### src/include/mic_defs.svh
// Register indices, field positions and counts of the interrupt controller
`ifndef MIC_DEFS_SVH
`define MIC_DEFS_SVH

// --------------------------------------------------
// Register indices (byte address is four times these)
// --------------------------------------------------
`define MIC_IDX_TIMER_CTRL 8'h88
`define MIC_IDX_EXT_FLAG   8'h91
`define MIC_IDX_BASE_EN    8'ha8
`define MIC_IDX_CLK_CTRL   8'hb6
`define MIC_IDX_BASE_PRIO  8'hb8
`define MIC_IDX_EXT_CTRL   8'hd8
`define MIC_IDX_EXT_EN     8'he8
`define MIC_IDX_EXT_PRIO   8'hf8

// --------------------------------------------------
// Fields and read-as-one masks
// --------------------------------------------------
`define MIC_EXT_RSV_ONES   8'he0
`define MIC_BPRIO_ONES     8'h80
`define MIC_EFLAG_ONES     8'h08
`define MIC_ECTRL_ONES     8'h40
`define MIC_BASE_EN_MASK   8'hbf
`define MIC_GLOBAL_EN_BIT  7
`define MIC_EXT0_EDGE_BIT  0
`define MIC_EXT0_FLAG_BIT  1
`define MIC_EXT1_EDGE_BIT  2
`define MIC_EXT1_FLAG_BIT  3
`define MIC_RUN0_BIT       4
`define MIC_TF0_BIT        5
`define MIC_RUN1_BIT       6
`define MIC_TF1_BIT        7
`define MIC_WAKE_FLAG_BIT  3

// --------------------------------------------------
// Sources, vectors, power and bus answers
// --------------------------------------------------
`define MIC_NUM_SRC        11
`define MIC_NUM_FLAG       7
`define MIC_SRC_EXT0       4'h0
`define MIC_SRC_TF0        4'h1
`define MIC_SRC_EXT1       4'h2
`define MIC_SRC_TF1        4'h3
`define MIC_VEC_BASE       8'h03
`define MIC_VEC_STEP       8'h08
`define MIC_VEC_GAP_IDX    4'h6
`define MIC_VEC_SKIP       4'h2
`define MIC_PD_CODE_A      8'h02
`define MIC_PD_CODE_B      8'h03
`define MIC_SHUTDOWN_TICKS 3'h2
`define MIC_RESTART_TICKS  3'h3
`define MIC_RESP_OKAY      2'b00
`define MIC_RESP_SLVERR    2'b10

`endif

### src/include/mic_pkg.sv
// Types shared by the interrupt controller files
package mic_pkg;
  typedef enum logic [1:0] {MIC_RUN, MIC_SHUT, MIC_DOWN, MIC_RESTART} mic_pwr_state_type;
  typedef logic [3:0] mic_src_idx_type;
endpackage

### src/hdl/mic_flag_cell.sv
// Sticky interrupt flags set by a rising source edge or by software
`timescale 1ns/100ps
module mic_flag_cell
  import mic_pkg::*;
#(
  parameter int WIDTH = 7
) (
  input  wire logic             aclk,
  input  wire logic             aresetn,
  input  wire logic [WIDTH-1:0] src,
  input  wire logic [WIDTH-1:0] sw_wr,
  input  wire logic [WIDTH-1:0] sw_data,
  input  wire logic [WIDTH-1:0] hw_clr,
  output logic      [WIDTH-1:0] flag
);
  logic [WIDTH-1:0] prev_r;
  logic [WIDTH-1:0] flag_r;
  wire  [WIDTH-1:0] rise;
  wire  [WIDTH-1:0] kept;
  wire  [WIDTH-1:0] flag_nxt;

  // Edge set wins over any clear in the same cycle
  assign rise     = src & ~prev_r;
  assign kept     = flag_r & ~hw_clr;
  assign flag_nxt = ((kept & ~sw_wr) | (sw_data & sw_wr)) | rise;
  assign flag     = flag_r;

  // Source held high through reset does not count as an edge
  always_ff @(posedge aclk) begin
    if (!aresetn) begin
      prev_r <= '1;
      flag_r <= '0;
    end else begin
      prev_r <= src;
      flag_r <= flag_nxt;
    end
  end
endmodule

### src/hdl/mic_irq_ctrl.sv
// Interrupt controller: flags, masking, two-level arbitration, nesting, power-down
//
// Our own choice: register access over AXI4-Lite.
`timescale 1ns/100ps
`include "mic_defs.svh"

// Contract
// - Extended enable bits 0..4 gate ADC, SPI, radio one, radio two, wakeup.
// - Extended enable and priority bits 7..5 always read as one.
// - Extended priority bits 0..4 set those sources high when one.
// - Taken interrupt redirects CPU to its routine; return resumes next instruction.
// - Each source has a fixed vector address, 0x03 through 0x63.
// - Low routine yields only to high request; high routine never nested.
// - Request waits one extra instruction after return or irq-register write.
// - Global enable at base enable bit 7 masks everything when zero.
// - Peripheral flags in ext flag bits 7..4; wakeup flag ext control bit 3.
// - Any high-level request beats every low-level request.
// - Same level ties resolved by natural order, lower number wins.
// - Timers and serial port request only through their own flag bits.
// - External pins sampled once per instruction cycle at end of phase four.
// - Pins active low; level mode flags low sample, edge mode high-then-low.
// - Level requests not latched; source holds pin until serviced.
// - Fastest response is five instruction cycles, detect plus long call.
// - Worst response is thirteen instruction cycles, fifty-two clocks.
// - Writing 0x2 or 0x3 to clock control starts power-down shutdown.
// - Only external pin, wakeup event or watchdog reset wake from power-down.
// - Restart takes 3 to 4, shutdown 2 to 3 oscillator cycles.
// - Peripheral flags set on rising edge; software writing one also requests.
module mic_irq_ctrl
  import mic_pkg::*;
#(
  parameter int ADDR_W = 10
) (
  input  wire logic              aclk,
  input  wire logic              aresetn,
  // AXI4-Lite register port
  input  wire logic [ADDR_W-1:0] awaddr,
  input  wire logic              awvalid,
  output logic                   awready,
  input  wire logic [31:0]       wdata,
  input  wire logic [3:0]        wstrb,
  input  wire logic              wvalid,
  output logic                   wready,
  output logic [1:0]             bresp,
  output logic                   bvalid,
  input  wire logic              bready,
  input  wire logic [ADDR_W-1:0] araddr,
  input  wire logic              arvalid,
  output logic                   arready,
  output logic [31:0]            rdata,
  output logic [1:0]             rresp,
  output logic                   rvalid,
  input  wire logic              rready,
  // Interrupt sources
  input  wire logic              ext_irq0_pin,
  input  wire logic              ext_irq1_pin,
  input  wire logic              timer0_ovf,
  input  wire logic              timer1_ovf,
  input  wire logic              timer2_flag,
  input  wire logic              serial_flag,
  input  wire logic              adc_eoc,
  input  wire logic              spi_ready,
  input  wire logic              radio_ready_one,
  input  wire logic              radio_ready_two,
  input  wire logic              wakeup_event,
  input  wire logic              watchdog_reset,
  input  wire logic              low_power_oscillator,
  // CPU core handshake
  input  wire logic              cycle_c4_end,
  input  wire logic              instr_done,
  input  wire logic              instr_is_irq_return_instr,
  input  wire logic              irq_ack,
  output logic                   irq_req,
  output logic [7:0]             irq_vector,
  output logic                   irq_high,
  output logic                   cpu_hold,
  output logic                   clk_stop,
  output logic                   regulator_off
);

  // --------------------------------------------------
  // Register state
  // --------------------------------------------------
  logic [7:0] base_en_r;
  logic [5:0] base_prio_r;
  logic [4:0] ext_en_r;
  logic [4:0] ext_prio_r;
  logic [7:0] clk_ctrl_r;
  logic       ext0_edge_r;
  logic       ext1_edge_r;
  logic       run0_r;
  logic       run1_r;
  logic       samp0_r;
  logic       samp1_r;
  logic       eflag0_r;
  logic       eflag1_r;
  logic       regwr_seen_r;
  logic       act_hi_r;
  logic       act_lo_r;
  logic       irq_req_r;
  logic [7:0] irq_vec_r;
  logic       irq_high_r;
  mic_src_idx_type irq_idx_r;
  mic_pwr_state_type pwr_r;
  logic [2:0] tick_cnt_r;
  logic       lp_prev_r;
  logic       cpu_hold_r;
  logic       clk_stop_r;
  logic       reg_off_r;

  // --------------------------------------------------
  // AXI4-Lite slave
  // --------------------------------------------------
  logic              awready_r;
  logic              wready_r;
  logic              aw_full_r;
  logic              w_full_r;
  logic [ADDR_W-1:0] aw_addr_r;
  logic [7:0]        w_data_r;
  logic              w_strb_r;
  logic              bvalid_r;
  logic [1:0]        bresp_r;
  logic              arready_r;
  logic              rvalid_r;
  logic [31:0]       rdata_r;
  logic [1:0]        rresp_r;

  wire aw_take  = awvalid & awready_r;
  wire w_take   = wvalid & wready_r;
  wire wr_fire  = aw_full_r & w_full_r & ~bvalid_r;
  wire rd_take  = arvalid & arready_r;
  wire aw_full_nxt = (aw_full_r | aw_take) & ~wr_fire;
  wire w_full_nxt  = (w_full_r | w_take) & ~wr_fire;

  // Write decode on the held address, low byte lane only
  wire [7:0] wr_idx = aw_addr_r[9:2];
  wire       wr_en  = wr_fire & w_strb_r;
  wire wr_tctl  = wr_en & (wr_idx == `MIC_IDX_TIMER_CTRL);
  wire wr_eflag = wr_en & (wr_idx == `MIC_IDX_EXT_FLAG);
  wire wr_ben   = wr_en & (wr_idx == `MIC_IDX_BASE_EN);
  wire wr_clk   = wr_en & (wr_idx == `MIC_IDX_CLK_CTRL);
  wire wr_bprio = wr_en & (wr_idx == `MIC_IDX_BASE_PRIO);
  wire wr_ectrl = wr_en & (wr_idx == `MIC_IDX_EXT_CTRL);
  wire wr_een   = wr_en & (wr_idx == `MIC_IDX_EXT_EN);
  wire wr_eprio = wr_en & (wr_idx == `MIC_IDX_EXT_PRIO);
  wire wr_hit   = (wr_idx == `MIC_IDX_TIMER_CTRL) | (wr_idx == `MIC_IDX_EXT_FLAG)
                | (wr_idx == `MIC_IDX_BASE_EN) | (wr_idx == `MIC_IDX_CLK_CTRL)
                | (wr_idx == `MIC_IDX_BASE_PRIO) | (wr_idx == `MIC_IDX_EXT_CTRL)
                | (wr_idx == `MIC_IDX_EXT_EN) | (wr_idx == `MIC_IDX_EXT_PRIO);
  wire wr_irqreg = wr_ben | wr_bprio | wr_een | wr_eprio;

  // Write channel handshakes and response
  always_ff @(posedge aclk) begin
    if (!aresetn) begin
      awready_r <= 1'b1;
      wready_r  <= 1'b1;
      aw_full_r <= 1'b0;
      w_full_r  <= 1'b0;
      aw_addr_r <= '0;
      w_data_r  <= 8'h00;
      w_strb_r  <= 1'b0;
      bvalid_r  <= 1'b0;
      bresp_r   <= `MIC_RESP_OKAY;
    end else begin
      aw_full_r <= aw_full_nxt;
      w_full_r  <= w_full_nxt;
      awready_r <= ~aw_full_nxt;
      wready_r  <= ~w_full_nxt;
      if (aw_take) begin
        aw_addr_r <= awaddr;
      end
      if (w_take) begin
        w_data_r <= wdata[7:0];
        w_strb_r <= wstrb[0];
      end
      if (wr_fire) begin
        bvalid_r <= 1'b1;
        bresp_r  <= wr_hit ? `MIC_RESP_OKAY : `MIC_RESP_SLVERR;
      end else if (bready) begin
        bvalid_r <= 1'b0;
      end
    end
  end

  // --------------------------------------------------
  // Flags and read view
  // --------------------------------------------------
  logic [6:0] flags;
  wire  [7:0] wd = w_data_r;

  // External flag as seen by software and arbiter
  wire ext0_pend = ext0_edge_r ? eflag0_r : ~samp0_r;
  wire ext1_pend = ext1_edge_r ? eflag1_r : ~samp1_r;

  // reserved high bits read as one
  wire [7:0] rv_een   = {3'b000, ext_en_r} | `MIC_EXT_RSV_ONES;
  wire [7:0] rv_eprio = {3'b000, ext_prio_r} | `MIC_EXT_RSV_ONES;
  // peripheral flags in the upper nibble, wakeup at bit three
  wire [7:0] rv_eflag = {flags[5:2], 4'h0} | `MIC_EFLAG_ONES;
  wire [7:0] rv_ectrl = {4'h0, flags[6], 3'b000} | `MIC_ECTRL_ONES;
  wire [7:0] rv_bprio = {2'b00, base_prio_r} | `MIC_BPRIO_ONES;
  wire [7:0] rv_tctl  = {flags[1], run1_r, flags[0], run0_r,
                         ext1_pend, ext1_edge_r, ext0_pend, ext0_edge_r};

  // Read decode
  wire [7:0] rd_idx = araddr[9:2];
  wire [8:0] rd_sel =
      (rd_idx == `MIC_IDX_TIMER_CTRL) ? {1'b1, rv_tctl}   :
      (rd_idx == `MIC_IDX_EXT_FLAG)   ? {1'b1, rv_eflag}  :
      (rd_idx == `MIC_IDX_BASE_EN)    ? {1'b1, base_en_r} :
      (rd_idx == `MIC_IDX_CLK_CTRL)   ? {1'b1, clk_ctrl_r} :
      (rd_idx == `MIC_IDX_BASE_PRIO)  ? {1'b1, rv_bprio}  :
      (rd_idx == `MIC_IDX_EXT_CTRL)   ? {1'b1, rv_ectrl}  :
      (rd_idx == `MIC_IDX_EXT_EN)     ? {1'b1, rv_een}    :
      (rd_idx == `MIC_IDX_EXT_PRIO)   ? {1'b1, rv_eprio}  : 9'h000;

  // Read channel
  always_ff @(posedge aclk) begin
    if (!aresetn) begin
      arready_r <= 1'b1;
      rvalid_r  <= 1'b0;
      rdata_r   <= 32'h0000_0000;
      rresp_r   <= `MIC_RESP_OKAY;
    end else if (rd_take) begin
      arready_r <= 1'b0;
      rvalid_r  <= 1'b1;
      rdata_r   <= {24'h00_0000, rd_sel[7:0]};
      rresp_r   <= rd_sel[8] ? `MIC_RESP_OKAY : `MIC_RESP_SLVERR;
    end else if (rvalid_r & rready) begin
      arready_r <= 1'b1;
      rvalid_r  <= 1'b0;
    end
  end

  // --------------------------------------------------
  // Sticky flags: timers, peripherals, wakeup
  // --------------------------------------------------
  wire ack_tf0 = irq_ack & irq_req_r & (irq_idx_r == `MIC_SRC_TF0);
  wire ack_tf1 = irq_ack & irq_req_r & (irq_idx_r == `MIC_SRC_TF1);

  // rising edge or software one sets, software zero clears
  // timer overflow only sets its own flag
  mic_flag_cell #(
    .WIDTH (`MIC_NUM_FLAG)
  ) u_flags (
    .aclk    (aclk),
    .aresetn (aresetn),
    .src     ({wakeup_event, radio_ready_two, radio_ready_one, spi_ready,
               adc_eoc, timer1_ovf, timer0_ovf}),
    .sw_wr   ({wr_ectrl, {4{wr_eflag}}, wr_tctl, wr_tctl}),
    .sw_data ({wd[`MIC_WAKE_FLAG_BIT], wd[7:4], wd[`MIC_TF1_BIT], wd[`MIC_TF0_BIT]}),
    .hw_clr  ({5'b0_0000, ack_tf1, ack_tf0}),
    .flag    (flags)
  );

  // --------------------------------------------------
  // External pins, sampled once per instruction cycle
  // --------------------------------------------------
  wire fall0 = cycle_c4_end & samp0_r & ~ext_irq0_pin;
  wire fall1 = cycle_c4_end & samp1_r & ~ext_irq1_pin;
  wire ack_e0 = irq_ack & irq_req_r & (irq_idx_r == `MIC_SRC_EXT0);
  wire ack_e1 = irq_ack & irq_req_r & (irq_idx_r == `MIC_SRC_EXT1);

  // sample only at end of phase four
  // edge flag on high-then-low, set wins over clears
  always_ff @(posedge aclk) begin
    if (!aresetn) begin
      samp0_r  <= 1'b1;
      samp1_r  <= 1'b1;
      eflag0_r <= 1'b0;
      eflag1_r <= 1'b0;
    end else begin
      if (cycle_c4_end) begin
        samp0_r <= ext_irq0_pin;
        samp1_r <= ext_irq1_pin;
      end
      eflag0_r <= (ext0_edge_r & fall0) |
                  (wr_tctl ? wd[`MIC_EXT0_FLAG_BIT] : (eflag0_r & ~ack_e0));
      eflag1_r <= (ext1_edge_r & fall1) |
                  (wr_tctl ? wd[`MIC_EXT1_FLAG_BIT] : (eflag1_r & ~ack_e1));
    end
  end

  // Control registers written by software
  always_ff @(posedge aclk) begin
    if (!aresetn) begin
      base_en_r   <= 8'h00;
      base_prio_r <= 6'h00;
      ext_en_r    <= 5'h00;
      ext_prio_r  <= 5'h00;
      clk_ctrl_r  <= 8'h00;
      ext0_edge_r <= 1'b0;
      ext1_edge_r <= 1'b0;
      run0_r      <= 1'b0;
      run1_r      <= 1'b0;
    end else begin
      if (wr_ben)   base_en_r   <= wd & `MIC_BASE_EN_MASK;
      if (wr_bprio) base_prio_r <= wd[5:0];
      if (wr_een)   ext_en_r    <= wd[4:0];
      if (wr_eprio) ext_prio_r  <= wd[4:0];
      if (wr_clk)   clk_ctrl_r  <= wd;
      if (wr_tctl) begin
        ext0_edge_r <= wd[`MIC_EXT0_EDGE_BIT];
        ext1_edge_r <= wd[`MIC_EXT1_EDGE_BIT];
        run0_r      <= wd[`MIC_RUN0_BIT];
        run1_r      <= wd[`MIC_RUN1_BIT];
      end
    end
  end

  // --------------------------------------------------
  // Arbitration in natural order, index 0 first
  // --------------------------------------------------
  function automatic mic_src_idx_type mic_first(input logic [`MIC_NUM_SRC-1:0] v);
    mic_src_idx_type idx;
    idx = '0;
    for (int i = `MIC_NUM_SRC - 1; i >= 0; i--) begin
      if (v[i]) idx = 4'(i);
    end
    return idx;
  endfunction

  // fixed vector per source, gap after timer 2
  function automatic logic [7:0] mic_vec(input mic_src_idx_type idx);
    mic_src_idx_type slot;
    slot = (idx < `MIC_VEC_GAP_IDX) ? idx : idx + `MIC_VEC_SKIP;
    return `MIC_VEC_BASE + `MIC_VEC_STEP * {4'h0, slot};
  endfunction

  wire [`MIC_NUM_SRC-1:0] src_pend = {flags[6], flags[5], flags[4], flags[3],
      flags[2], timer2_flag, serial_flag, flags[1], ext1_pend, flags[0], ext0_pend};
  wire [`MIC_NUM_SRC-1:0] src_en   = {ext_en_r, base_en_r[5:0]};
  wire [`MIC_NUM_SRC-1:0] src_prio = {ext_prio_r, base_prio_r};

  // global enable gates every source enable
  wire [`MIC_NUM_SRC-1:0] live = src_pend & src_en &
                                 {`MIC_NUM_SRC{base_en_r[`MIC_GLOBAL_EN_BIT]}};
  wire [`MIC_NUM_SRC-1:0] live_hi = live & src_prio;
  wire [`MIC_NUM_SRC-1:0] live_lo = live & ~src_prio;

  // high blocked by active high; low by any active level
  wire use_hi = (|live_hi) & ~act_hi_r;
  wire use_lo = (|live_lo) & ~act_hi_r & ~act_lo_r;
  // high level wins; natural order within a level
  wire             win_valid = use_hi | use_lo;
  mic_src_idx_type win_idx;
  assign win_idx = use_hi ? mic_first(live_hi) : mic_first(live_lo);

  // boundary after a return or irq register write is skipped
  wire boundary_ok = instr_done & ~instr_is_irq_return_instr & ~regwr_seen_r &
                     ~wr_irqreg & (pwr_r == MIC_RUN);
  wire irq_return_instr_done   = instr_done & instr_is_irq_return_instr;
  wire take        = irq_ack & irq_req_r;

  // Remember irq register writes until the next instruction ends
  always_ff @(posedge aclk) begin
    if (!aresetn) begin
      regwr_seen_r <= 1'b0;
    end else begin
      regwr_seen_r <= wr_irqreg | (regwr_seen_r & ~instr_done);
    end
  end

  // one clock from boundary to request
  // strobe and vector to the core at an instruction boundary
  // request withdrawn when no live source is left before the call; otherwise its vector is kept
  always_ff @(posedge aclk) begin
    if (!aresetn) begin
      irq_req_r  <= 1'b0;
      irq_vec_r  <= 8'h00;
      irq_high_r <= 1'b0;
      irq_idx_r  <= '0;
    end else if (take | (irq_req_r & ~win_valid)) begin
      irq_req_r <= 1'b0;
    end else if (~irq_req_r & boundary_ok & win_valid) begin
      irq_req_r  <= 1'b1;
      irq_vec_r  <= mic_vec(win_idx);
      irq_high_r <= use_hi;
      irq_idx_r  <= win_idx;
    end
  end

  // level recorded at the call, released by the matching return
  always_ff @(posedge aclk) begin
    if (!aresetn) begin
      act_hi_r <= 1'b0;
      act_lo_r <= 1'b0;
    end else if (take) begin
      act_hi_r <= act_hi_r | irq_high_r;
      act_lo_r <= act_lo_r | ~irq_high_r;
    end else if (irq_return_instr_done) begin
      act_hi_r <= 1'b0;
      act_lo_r <= act_lo_r & act_hi_r;
    end
  end

  // --------------------------------------------------
  // Power-down sequencing on oscillator ticks
  // --------------------------------------------------
  wire lp_tick  = low_power_oscillator & ~lp_prev_r;
  wire pd_write = wr_clk & ((wd == `MIC_PD_CODE_A) | (wd == `MIC_PD_CODE_B));
  // only pins, wakeup event or watchdog may wake
  wire wake_src = ~ext_irq0_pin | ~ext_irq1_pin | wakeup_event | watchdog_reset;

  // shutdown on code write; counted in oscillator ticks
  always_ff @(posedge aclk) begin
    if (!aresetn) begin
      pwr_r      <= MIC_RUN;
      tick_cnt_r <= 3'h0;
      lp_prev_r  <= 1'b0;
      cpu_hold_r <= 1'b0;
      clk_stop_r <= 1'b0;
      reg_off_r  <= 1'b0;
    end else begin
      lp_prev_r <= low_power_oscillator;
      case (pwr_r)
        MIC_RUN: begin
          if (pd_write) begin
            pwr_r      <= MIC_SHUT;
            tick_cnt_r <= 3'h0;
            cpu_hold_r <= 1'b1;
          end
        end
        MIC_SHUT: begin
          if (lp_tick) begin
            tick_cnt_r <= tick_cnt_r + 3'h1;
          end
          if (lp_tick & (tick_cnt_r + 3'h1 == `MIC_SHUTDOWN_TICKS)) begin
            pwr_r      <= MIC_DOWN;
            clk_stop_r <= 1'b1;
            reg_off_r  <= 1'b1;
          end
        end
        MIC_DOWN: begin
          if (wake_src) begin
            pwr_r      <= MIC_RESTART;
            tick_cnt_r <= 3'h0;
            reg_off_r  <= 1'b0;
          end
        end
        MIC_RESTART: begin
          if (lp_tick) begin
            tick_cnt_r <= tick_cnt_r + 3'h1;
          end
          if (lp_tick & (tick_cnt_r + 3'h1 == `MIC_RESTART_TICKS)) begin
            pwr_r      <= MIC_RUN;
            clk_stop_r <= 1'b0;
            cpu_hold_r <= 1'b0;
          end
        end
        default: begin
          pwr_r <= MIC_RUN;
        end
      endcase
    end
  end

  // --------------------------------------------------
  // Outputs, all from flip-flops
  // --------------------------------------------------
  assign awready       = awready_r;
  assign wready        = wready_r;
  assign bvalid        = bvalid_r;
  assign bresp         = bresp_r;
  assign arready       = arready_r;
  assign rvalid        = rvalid_r;
  assign rdata         = rdata_r;
  assign rresp         = rresp_r;
  assign irq_req       = irq_req_r;
  assign irq_vector    = irq_vec_r;
  assign irq_high      = irq_high_r;
  assign cpu_hold      = cpu_hold_r;
  assign clk_stop      = clk_stop_r;
  assign regulator_off = reg_off_r;

endmodule

### config.mk
export PLATFORM = sky130hd
export DESIGN_NAME = mic_irq_ctrl
export DESIGN_NICKNAME = d
export VERILOG_FILES = /design/src/include/mic_pkg.sv /design/src/hdl/mic_flag_cell.sv /design/src/hdl/mic_irq_ctrl.sv
export VERILOG_INCLUDE_DIRS = /design/src /design/src/include
export SDC_FILE = /design/constraint.sdc
export NUM_CORES = 1
export LEC_CHECK = 0
export BUFFER_PORTS_ARGS = -buffer_cell sky130_fd_sc_hd__buf_2
export CORE_MARGIN = 4
export CORE_UTILIZATION = 60
export CTS_BUF_LIST = sky130_fd_sc_hd__clkbuf_4 sky130_fd_sc_hd__clkbuf_8
export DETAILED_ROUTE_END_ITERATION = 16
export PLACE_DENSITY_LB_ADDON = 0.12
export SETUP_SLACK_MARGIN = 0.3
export SYNTH_ARGS = -nofsm -noshare
export SYNTH_HDL_FRONTEND = slang
export SYNTH_SLANG_ARGS = --single-unit
### constraint.sdc
create_clock -name aclk -period 5.2 [get_ports aclk]
set_input_delay 0 -clock aclk [delete_from_list [all_inputs] [get_ports aclk]]
set_output_delay 0 -clock aclk [all_outputs]
set_load 0.005 [all_outputs]
==> flow_metrics.env, run 1 <==
export IMPL_period_share=0.585
export IMPL_dp_cells=827
export IMPL_core_region_area_um2=9280
export IMPL_ir_worst_vdd_uv=206
export IMPL_required_ns=5.46
export IMPL_p_leak_nw=2.73
export IMPL_die_h_um=106
export IMPL_total_power_mw=1.55
export IMPL_status="finished, final reports clean"
export IMPL_grt_use_total=0.268
export IMPL_num_vias=5044
export IMPL_tightest_slew_ns=1.02
export IMPL_clockBufferDepth=2
export IMPL_max_stage_delay_ns=0.69
export IMPL_p_sw_frac=0.272
export IMPL_arrival_ns=3.31
export IMPL_final_cells=885
export IMPL_io_buffers=74
export IMPL_finalHoldViolations=0
export IMPL_p_seq_frac=0.575
export IMPL_io_pins=134
export IMPL_diodes=0
export IMPL_cts_tree="built"
export IMPL_vias_per_cell=5.70
export IMPL_fill_cells=727
export IMPL_fmax_mhz=329
export IMPL_finClkSkew_ns=0.0144
export IMPL_insertion_delay_ns=0.38
export IMPL_drt_iter0_markers=377
export IMPL_route_detailed_drc=0
export IMPL_timing_worst_setup_path_type="reg2reg"
export IMPL_final_cell_mix="109 x dfxtp_1, 74 x buf_2, 70 x nand2_1"
export IMPL_slew_viol_final=0
export IMPL_cts_htree_levels=3
export IMPL_power_density_nw_per_um2=234
export IMPL_dp_hpwl_um=10200
export IMPL_rows=35
export IMPL_holdWs_ns=0.0326
export IMPL_first_pass_iters=6
export IMPL_layout_commonest_cell="dfxtp_1"
export IMPL_drive_gt1_frac=0.148
export IMPL_syn_avg_cell_area_um2=8.70
export IMPL_cap_violations=0
export IMPL_die_w_um=106
export IMPL_min_path_type="in2reg"
export IMPL_critPathCaptureType="register"
export IMPL_synth_seq_cells=109
export IMPL_synthToLayoutAreaGrowth_pct=15.5
export IMPL_grt_max_degree=109
export IMPL_placed_area_um2=6010
export IMPL_fin_nets=840
export IMPL_synth_edff_count=0
export IMPL_wire_per_inst_um=16.6
export IMPL_p_int_mw=1.13
export IMPL_ys_seq_area_frac=0.380
export IMPL_cts_root_buf="clkbuf_8"
export IMPL_syn_area_um2=5740
export IMPL_crit_path_top_delay_cell="nor4b_1"
export IMPL_setup_viol=0
export IMPL_antenna_found_initial=0
export IMPL_async_reset_ff_frac=0
export IMPL_p_sw_uw=422
export IMPL_clockPowerShare=0.325
export IMPL_layout_min_cycle_time_ns=3.04
export IMPL_place_congestion=0.849
export IMPL_design_area_um2=6630
export IMPL_cts_setup_buffers=0
export IMPL_grt_setup_unrepaired="false"
export IMPL_cts_sinks=109
export IMPL_crit_path_frequent_cell="a21oi_1"
export IMPL_netlist_instances=660
export IMPL_cts_buffers=9
export IMPL_crit_chain="nand3_1 > a21oi_1 > nor4b_1 > a21oi_1 > o32ai_2 > ha_1 > o21ba_2 > o22ai_1"
export IMPL_fin_setup_tns_ns=0
export IMPL_comb_power_share=0.099
export IMPL_worst_path_max_fanout=26
export IMPL_slew_headroom=0.316
export IMPL_design_die_area_um2=11200
export IMPL_synth_ff_type="dfxtp_1"
export IMPL_overflow=0
export IMPL_grt_first_pass_wirelength_um=24200
export IMPL_grt_pass1_vias=5001
export IMPL_synth_cell_types=72
export IMPL_yosysWarningCount=0
export IMPL_wirelength_um=14700
export IMPL_drtAntennaViolNets=0
export IMPL_clkTransAtPathRegs_ns=0.11
export IMPL_critPathLaunchType="register"
export IMPL_start_util=0.618
## path summary, 6_finish.rpt
path / to / slack [ns] / depth (start not counted) / start
worst max register to register: irq_vector[5] / 2.16 / 8 / base_en_r[7]
worst max-delay path: irq_vector[5] / 2.16 / 8 / base_en_r[7]
worst min register to register: clk_stop / 0.48 / 2 / clk_stop
worst min-delay path: act_hi_r / 0.03 / 4 / instr_is_irq_return_instr
## area by class of cell
type | count | area, um^2 | area share
Multi-Input combinational cell | 496 | 3220 | 0.486
Sequential cell | 109 | 2180 | 0.329
Timing Repair Buffer | 117 | 798 | 0.120
Tap cell | 129 | 161 | 0.0244
Clock buffer | 10 | 131 | 0.0198
Inverter | 18 | 67.6 | 0.0102
Clock inverter | 6 | 66.3 | 0.0100
## power groups by stage
| stage | sequential, mW | clock [mW] | combinational [mW] |
|---|---|---|---|
| 4_1_cts | 0.892 | 0.516 | 0.151 |
| 6_report | 0.894 | 0.505 | 0.155 |
| 5_1_grt | 0.898 | 0.548 | 0.172 |
| 2_1_floorplan | 0.896 | 0 | 0.100 |
| 3_5_place_dp | 0.911 | 0 | 0.125 |
| 3_3_place_gp | 0.910 | 0 | 0.122 |
## flip-flops by register name, indices dropped and copies added (netlist names), 5 cells and up
register        flops
aw_addr_r           8
clk_ctrl_r          8
rdata               8
w_data_r            8
base_en_r           7
u_flags.flag        7
u_flags.prev_r      7
base_prio_r         6
ext_en_r            5
ext_prio_r          5
## worst max-delay path: cells and delay by family, from the launching register on
family	cells	cell delay, ns
fa+ha+maj	1	0.31
compound gates	5	1.12
simple gates	2	0.92
flops	1	0.60
## cells in the mapped netlist, types with 9 or more instances
library cell / count / area [um^2]
a21oi_1: 29 / 145
clkbuf_1: 27 / 101
nand3_1: 21 / 105
o21ai_0: 29 / 145
buf_4: 30 / 225
mux2i_1: 49 / 490
inv_1: 18 / 67.6
dfxtp_1: 109 / 2180
ha_1: 9 / 113
nand2b_1: 17 / 106
a21boi_0: 30 / 225
nor2_1: 26 / 97.6
nand4_1: 13 / 81.3
nor2b_1: 50 / 313
nand2_1: 70 / 263
and2_1: 11 / 68.8
## logic make-up after synthesis
| group | Yosys count | synth area share |
|---|---|---|
| flip-flops | 109 | 0.380 |
| multiplexers | 52 | 0.0953 |
| AO/OA/AOI/OAI | 145 | 0.172 |
| adder cells (fa/ha/maj) | 9 | 0.0196 |
| buffers and inverters | 82 | 0.0765 |
| XOR/XNOR | 1 | 0.00153 |
| AND/OR/NAND/NOR | 261 | 0.254 |
| other | 1 | 0.000653 |
## what timing repair did
action	4_1_cts	5_1_grt
endpoints found under the hold margin	40	0
hold buffers	42	0
gates resized for setup	0	0
## per-stage QoR
stage	setup slack (ns)	util
after floorplan	2.69	-
after global placement	2.28	0.647
after detailed placement	2.23	0.647
after CTS	2.19	0.714
after global routing	1.84	0.714
final	2.16	0.714
## routing by layer
layer / global-route usage / vias to the layer above / wire, um
li1: - / 2457 / -
met1: 0.331 / 2362 / 6100
met2: 0.445 / 188 / 6970
met3: 0.0661 / 37 / 1080
met4: 0.114 / 0 / 518
met5: 0 / - / 0
(Power assumes the default switching activity.)
==> run 2, diff against run 1 <==
--- a/config.mk
+++ b/config.mk
@@ -6,9 +6,10 @@
 export SDC_FILE = /design/constraint.sdc
 export NUM_CORES = 1
 export LEC_CHECK = 0
+export ABC_AREA = 1
 export BUFFER_PORTS_ARGS = -buffer_cell sky130_fd_sc_hd__buf_2
 export CORE_MARGIN = 4
-export CORE_UTILIZATION = 60
+export CORE_UTILIZATION = 50
 export CTS_BUF_LIST = sky130_fd_sc_hd__clkbuf_4 sky130_fd_sc_hd__clkbuf_8
 export DETAILED_ROUTE_END_ITERATION = 16
 export PLACE_DENSITY_LB_ADDON = 0.12
==> constraint.sdc (replaced) <==
create_clock -name aclk -period 2.5 [get_ports aclk]
set_input_delay 0 -clock aclk [delete_from_list [all_inputs] [get_ports aclk]]
set_output_delay 0 -clock aclk [all_outputs]
set_load 0.005 [all_outputs]
==> run 2 against run 1 <==
  * Worst hold slack worse by 0.0078 ns
  * Critical path type unchanged
  * Global-route usage decreased by 2.4 points
  * First-iteration DRC count decreased by 11%
  * Core utilization fell by 11 points
  * Non-clock buffer count is 1 higher
  * Cell count up 18%
  * Register-to-register slack got worse by 1.7 ns
  * Synthesized cell count up 20%
  * Maximum frequency is 46% higher
  * Final area decreased by 0.42%
  * Largest power group unchanged
  * Synthesized area is 2.1% lower
==> flow_metrics.env, run 2 <==
export IMPL_period_share=0.832
export IMPL_slew_headroom=0.447
export IMPL_cts_tree="built"
export IMPL_cts_root_buf="clkbuf_8"
export IMPL_cts_sinks=109
export IMPL_grt_pass1_vias=5207
export IMPL_comb_power_share=0.196
export IMPL_synth_top_area_frac=0.388
export IMPL_synth_cell_types=45
export IMPL_yosys_area_top_type="dfxtp_1"
export IMPL_dp_hpwl_um=11600
export IMPL_cts_htree_levels=3
export IMPL_final_cell_mix="124 x nand2_1, 108 x dfxtp_1, 107 x inv_1"
export IMPL_die_h_um=114
export IMPL_drtAntennaViolNets=0
export IMPL_insertion_delay_ns=0.38
export IMPL_clockPowerShare=0.305
export IMPL_cap_violations=0
export IMPL_antenna_found_initial=0
export IMPL_status="finished, final reports clean"
export IMPL_synthToLayoutAreaGrowth_pct=17.4
export IMPL_route_detailed_drc=0
export IMPL_grt_max_degree=56
export IMPL_overflow=0
export IMPL_die_w_um=114
export IMPL_p_sw_frac=0.295
export IMPL_place_congestion=0.935
export IMPL_syn_area_um2=5620
export IMPL_first_pass_iters=5
export IMPL_fill_cells=1040
export IMPL_diodes=0
export IMPL_wirelength_um=15700
export IMPL_num_vias=5491
export IMPL_synthTopCellsByArea="dfxtp_1 39%, nand2_1 8.4%, o21ai_0 7.2%"
export IMPL_post_route_worst_setup_slack_ns=0.421
export IMPL_slew_viol_final=0
export IMPL_crit_path_top_delay_cell="dfxtp_1"
export IMPL_start_util=0.514
export IMPL_fin_nets=987
export IMPL_grt_first_pass_wirelength_um=25200
export IMPL_p_sw_mw=1.15
export IMPL_drt_iter0_markers=334
export IMPL_power_density_nw_per_um2=592
export IMPL_vias_per_cell=5.27
export IMPL_grt_use_total=0.244
export IMPL_clockBufferDepth=2
export IMPL_clkTransAtPathRegs_ns=0.10
export IMPL_arrival_ns=2.39
export IMPL_p_leak_nw=3.12
export IMPL_wire_per_inst_um=15.0
export IMPL_seqCellArea_um2=2180
export IMPL_fmax_mhz=481
export IMPL_syn_avg_cell_area_um2=7.09
export IMPL_synth_ff_type="dfxtp_1"
export IMPL_design_die_area_um2=13000
export IMPL_critPathCaptureType="register"
export IMPL_required_ns=2.81
export IMPL_ir_worst_vdd_uv=606
export IMPL_p_seq_frac=0.498
export IMPL_yosysMostFrequentCell="nand2_1"
export IMPL_min_path_type="in2reg"
export IMPL_fin_setup_tns_ns=0
export IMPL_worst_path_max_fanout=21
export IMPL_crit_chain="buf_8 > nand4_1 > nand2_1 > nor2_4 > nand2_1 > nand2_2 > nand2_2 > nand2_1 > nand2_1 > ha_1 > nand3b_1 > nand2_1 > nand3_1 > a21oi_1"
export IMPL_yosysWarningCount=0
export IMPL_setup_viol=0
export IMPL_critPathLaunchType="register"
export IMPL_layout_min_cycle_time_ns=2.08
export IMPL_synth_seq_cells=109
export IMPL_core_region_area_um2=10900
export IMPL_finalHoldViolations=0
export IMPL_io_pins=134
export IMPL_max_stage_delay_ns=0.33
export IMPL_p_int_mw=2.75
export IMPL_ys_seq_area_frac=0.388
export IMPL_drive_gt1_frac=0.175
export IMPL_timing_worst_setup_path_type="reg2reg"
export IMPL_synth_edff_count=0
export IMPL_crit_path_frequent_cell="nand2_1"
export IMPL_cts_buffers=9
export IMPL_cp_num_buf_inv=1
export IMPL_multiInputGateArea_um2=2810
export IMPL_async_reset_ff_frac=0
export IMPL_pre_cts_ws_ns=0.363
export IMPL_grt_setup_unrepaired="true"
export IMPL_finClkSkew_ns=0.0119
export IMPL_tightest_slew_ns=0.829
export IMPL_critical_path_top_delay_family="simple AND/OR/NAND/NOR gates"
export IMPL_io_buffers=74
export IMPL_layout_commonest_cell="nand2_1"
export IMPL_synth_commonest_cells="125 x nand2_1, 109 x dfxtp_1, 107 x inv_1"
export IMPL_rows=38
export IMPL_netlist_instances=793
## run 2: per-layer routing
metal / up-vias / share of wire / global-route usage
met5: - / 0 / 0
met4: 0 / 0.019 / 0.0760
met3: 27 / 0.054 / 0.0286
met2: 160 / 0.50 / 0.429
met1: 2545 / 0.43 / 0.311
li1: 2759 / - / -
## run 2: what timing repair did
item,4_1_cts,5_1_grt
gates resized for setup,0,10
endpoints found under the hold margin,37,0
hold buffers,34,0
setup buffers,0,1
endpoints found under the setup margin,0,4
## run 2: metrics by stage
| step | power, mW | hold slack, ns | instance area, um^2 | util | cells |
|---|---|---|---|---|---|
| after detailed placement | 2.69 | 0.191 | 6000 | 0.549 | 992 |
| after global placement | 2.65 | 0.183 | 6000 | 0.549 | 992 |
| after CTS | 3.91 | 0.00614 | 6560 | 0.600 | 1041 |
| after global routing | 4.11 | 0.0538 | 6600 | 0.603 | 1042 |
| final | 3.90 | 0.0247 | 6600 | 0.603 | 1042 |
| after floorplan | 2.48 | 0.0917 | 5720 | - | 820 |
## run 2: final timing paths
path / startpoint / slack [ns] / cells past startpoint / end
worst max-delay path: base_en_r[7] / 0.42 / 14 / irq_vector[6]
worst min-delay path: irq_ack / 0.02 / 5 / act_lo_r
worst min register to register: rdata[4] / 0.47 / 2 / rdata[4]
worst max register to register: base_en_r[7] / 0.42 / 14 / irq_vector[6]
## run 2: cell type report
| type | count | area share |
|---|---|---|
| tap | 140 | 0.0265 |
| inverter | 111 | 0.0631 |
| sequential | 109 | 0.331 |
| clock inverter | 4 | 0.0110 |
| clock buffer | 11 | 0.0220 |
| multi-input combinational | 549 | 0.426 |
| timing repair buffer | 118 | 0.120 |
## run 2: power groups by stage
| stage | clock network [mW] | registers, mW | logic [mW] |
|---|---|---|---|
| CTS | 1.21 | 1.94 | 0.760 |
| global placement | 0 | 1.98 | 0.675 |
| floorplan | 0 | 1.96 | 0.526 |
| detailed placement | 0 | 1.98 | 0.712 |
| finish | 1.19 | 1.95 | 0.767 |
| global route | 1.28 | 1.96 | 0.871 |
## run 2: kinds of logic after synthesis
group,Yosys count,share of synthesized area
xor gates and xnor gates,1,0.00156
and+or+nand+nor,324,0.276
AOI/OAI and AO/OA,187,0.180
DFF,109,0.388
adders and majority gates,9,0.0200
other,1,0.000667
buffers and inverters,162,0.133
## run 2: worst min-delay path, delay by kind of cell
kind | cells | cell delay (ns)
buffers and inverters | 1 | 0.08
AOI/OAI and AO/OA | 1 | 0.04
and+or+nand+nor | 3 | 0.24
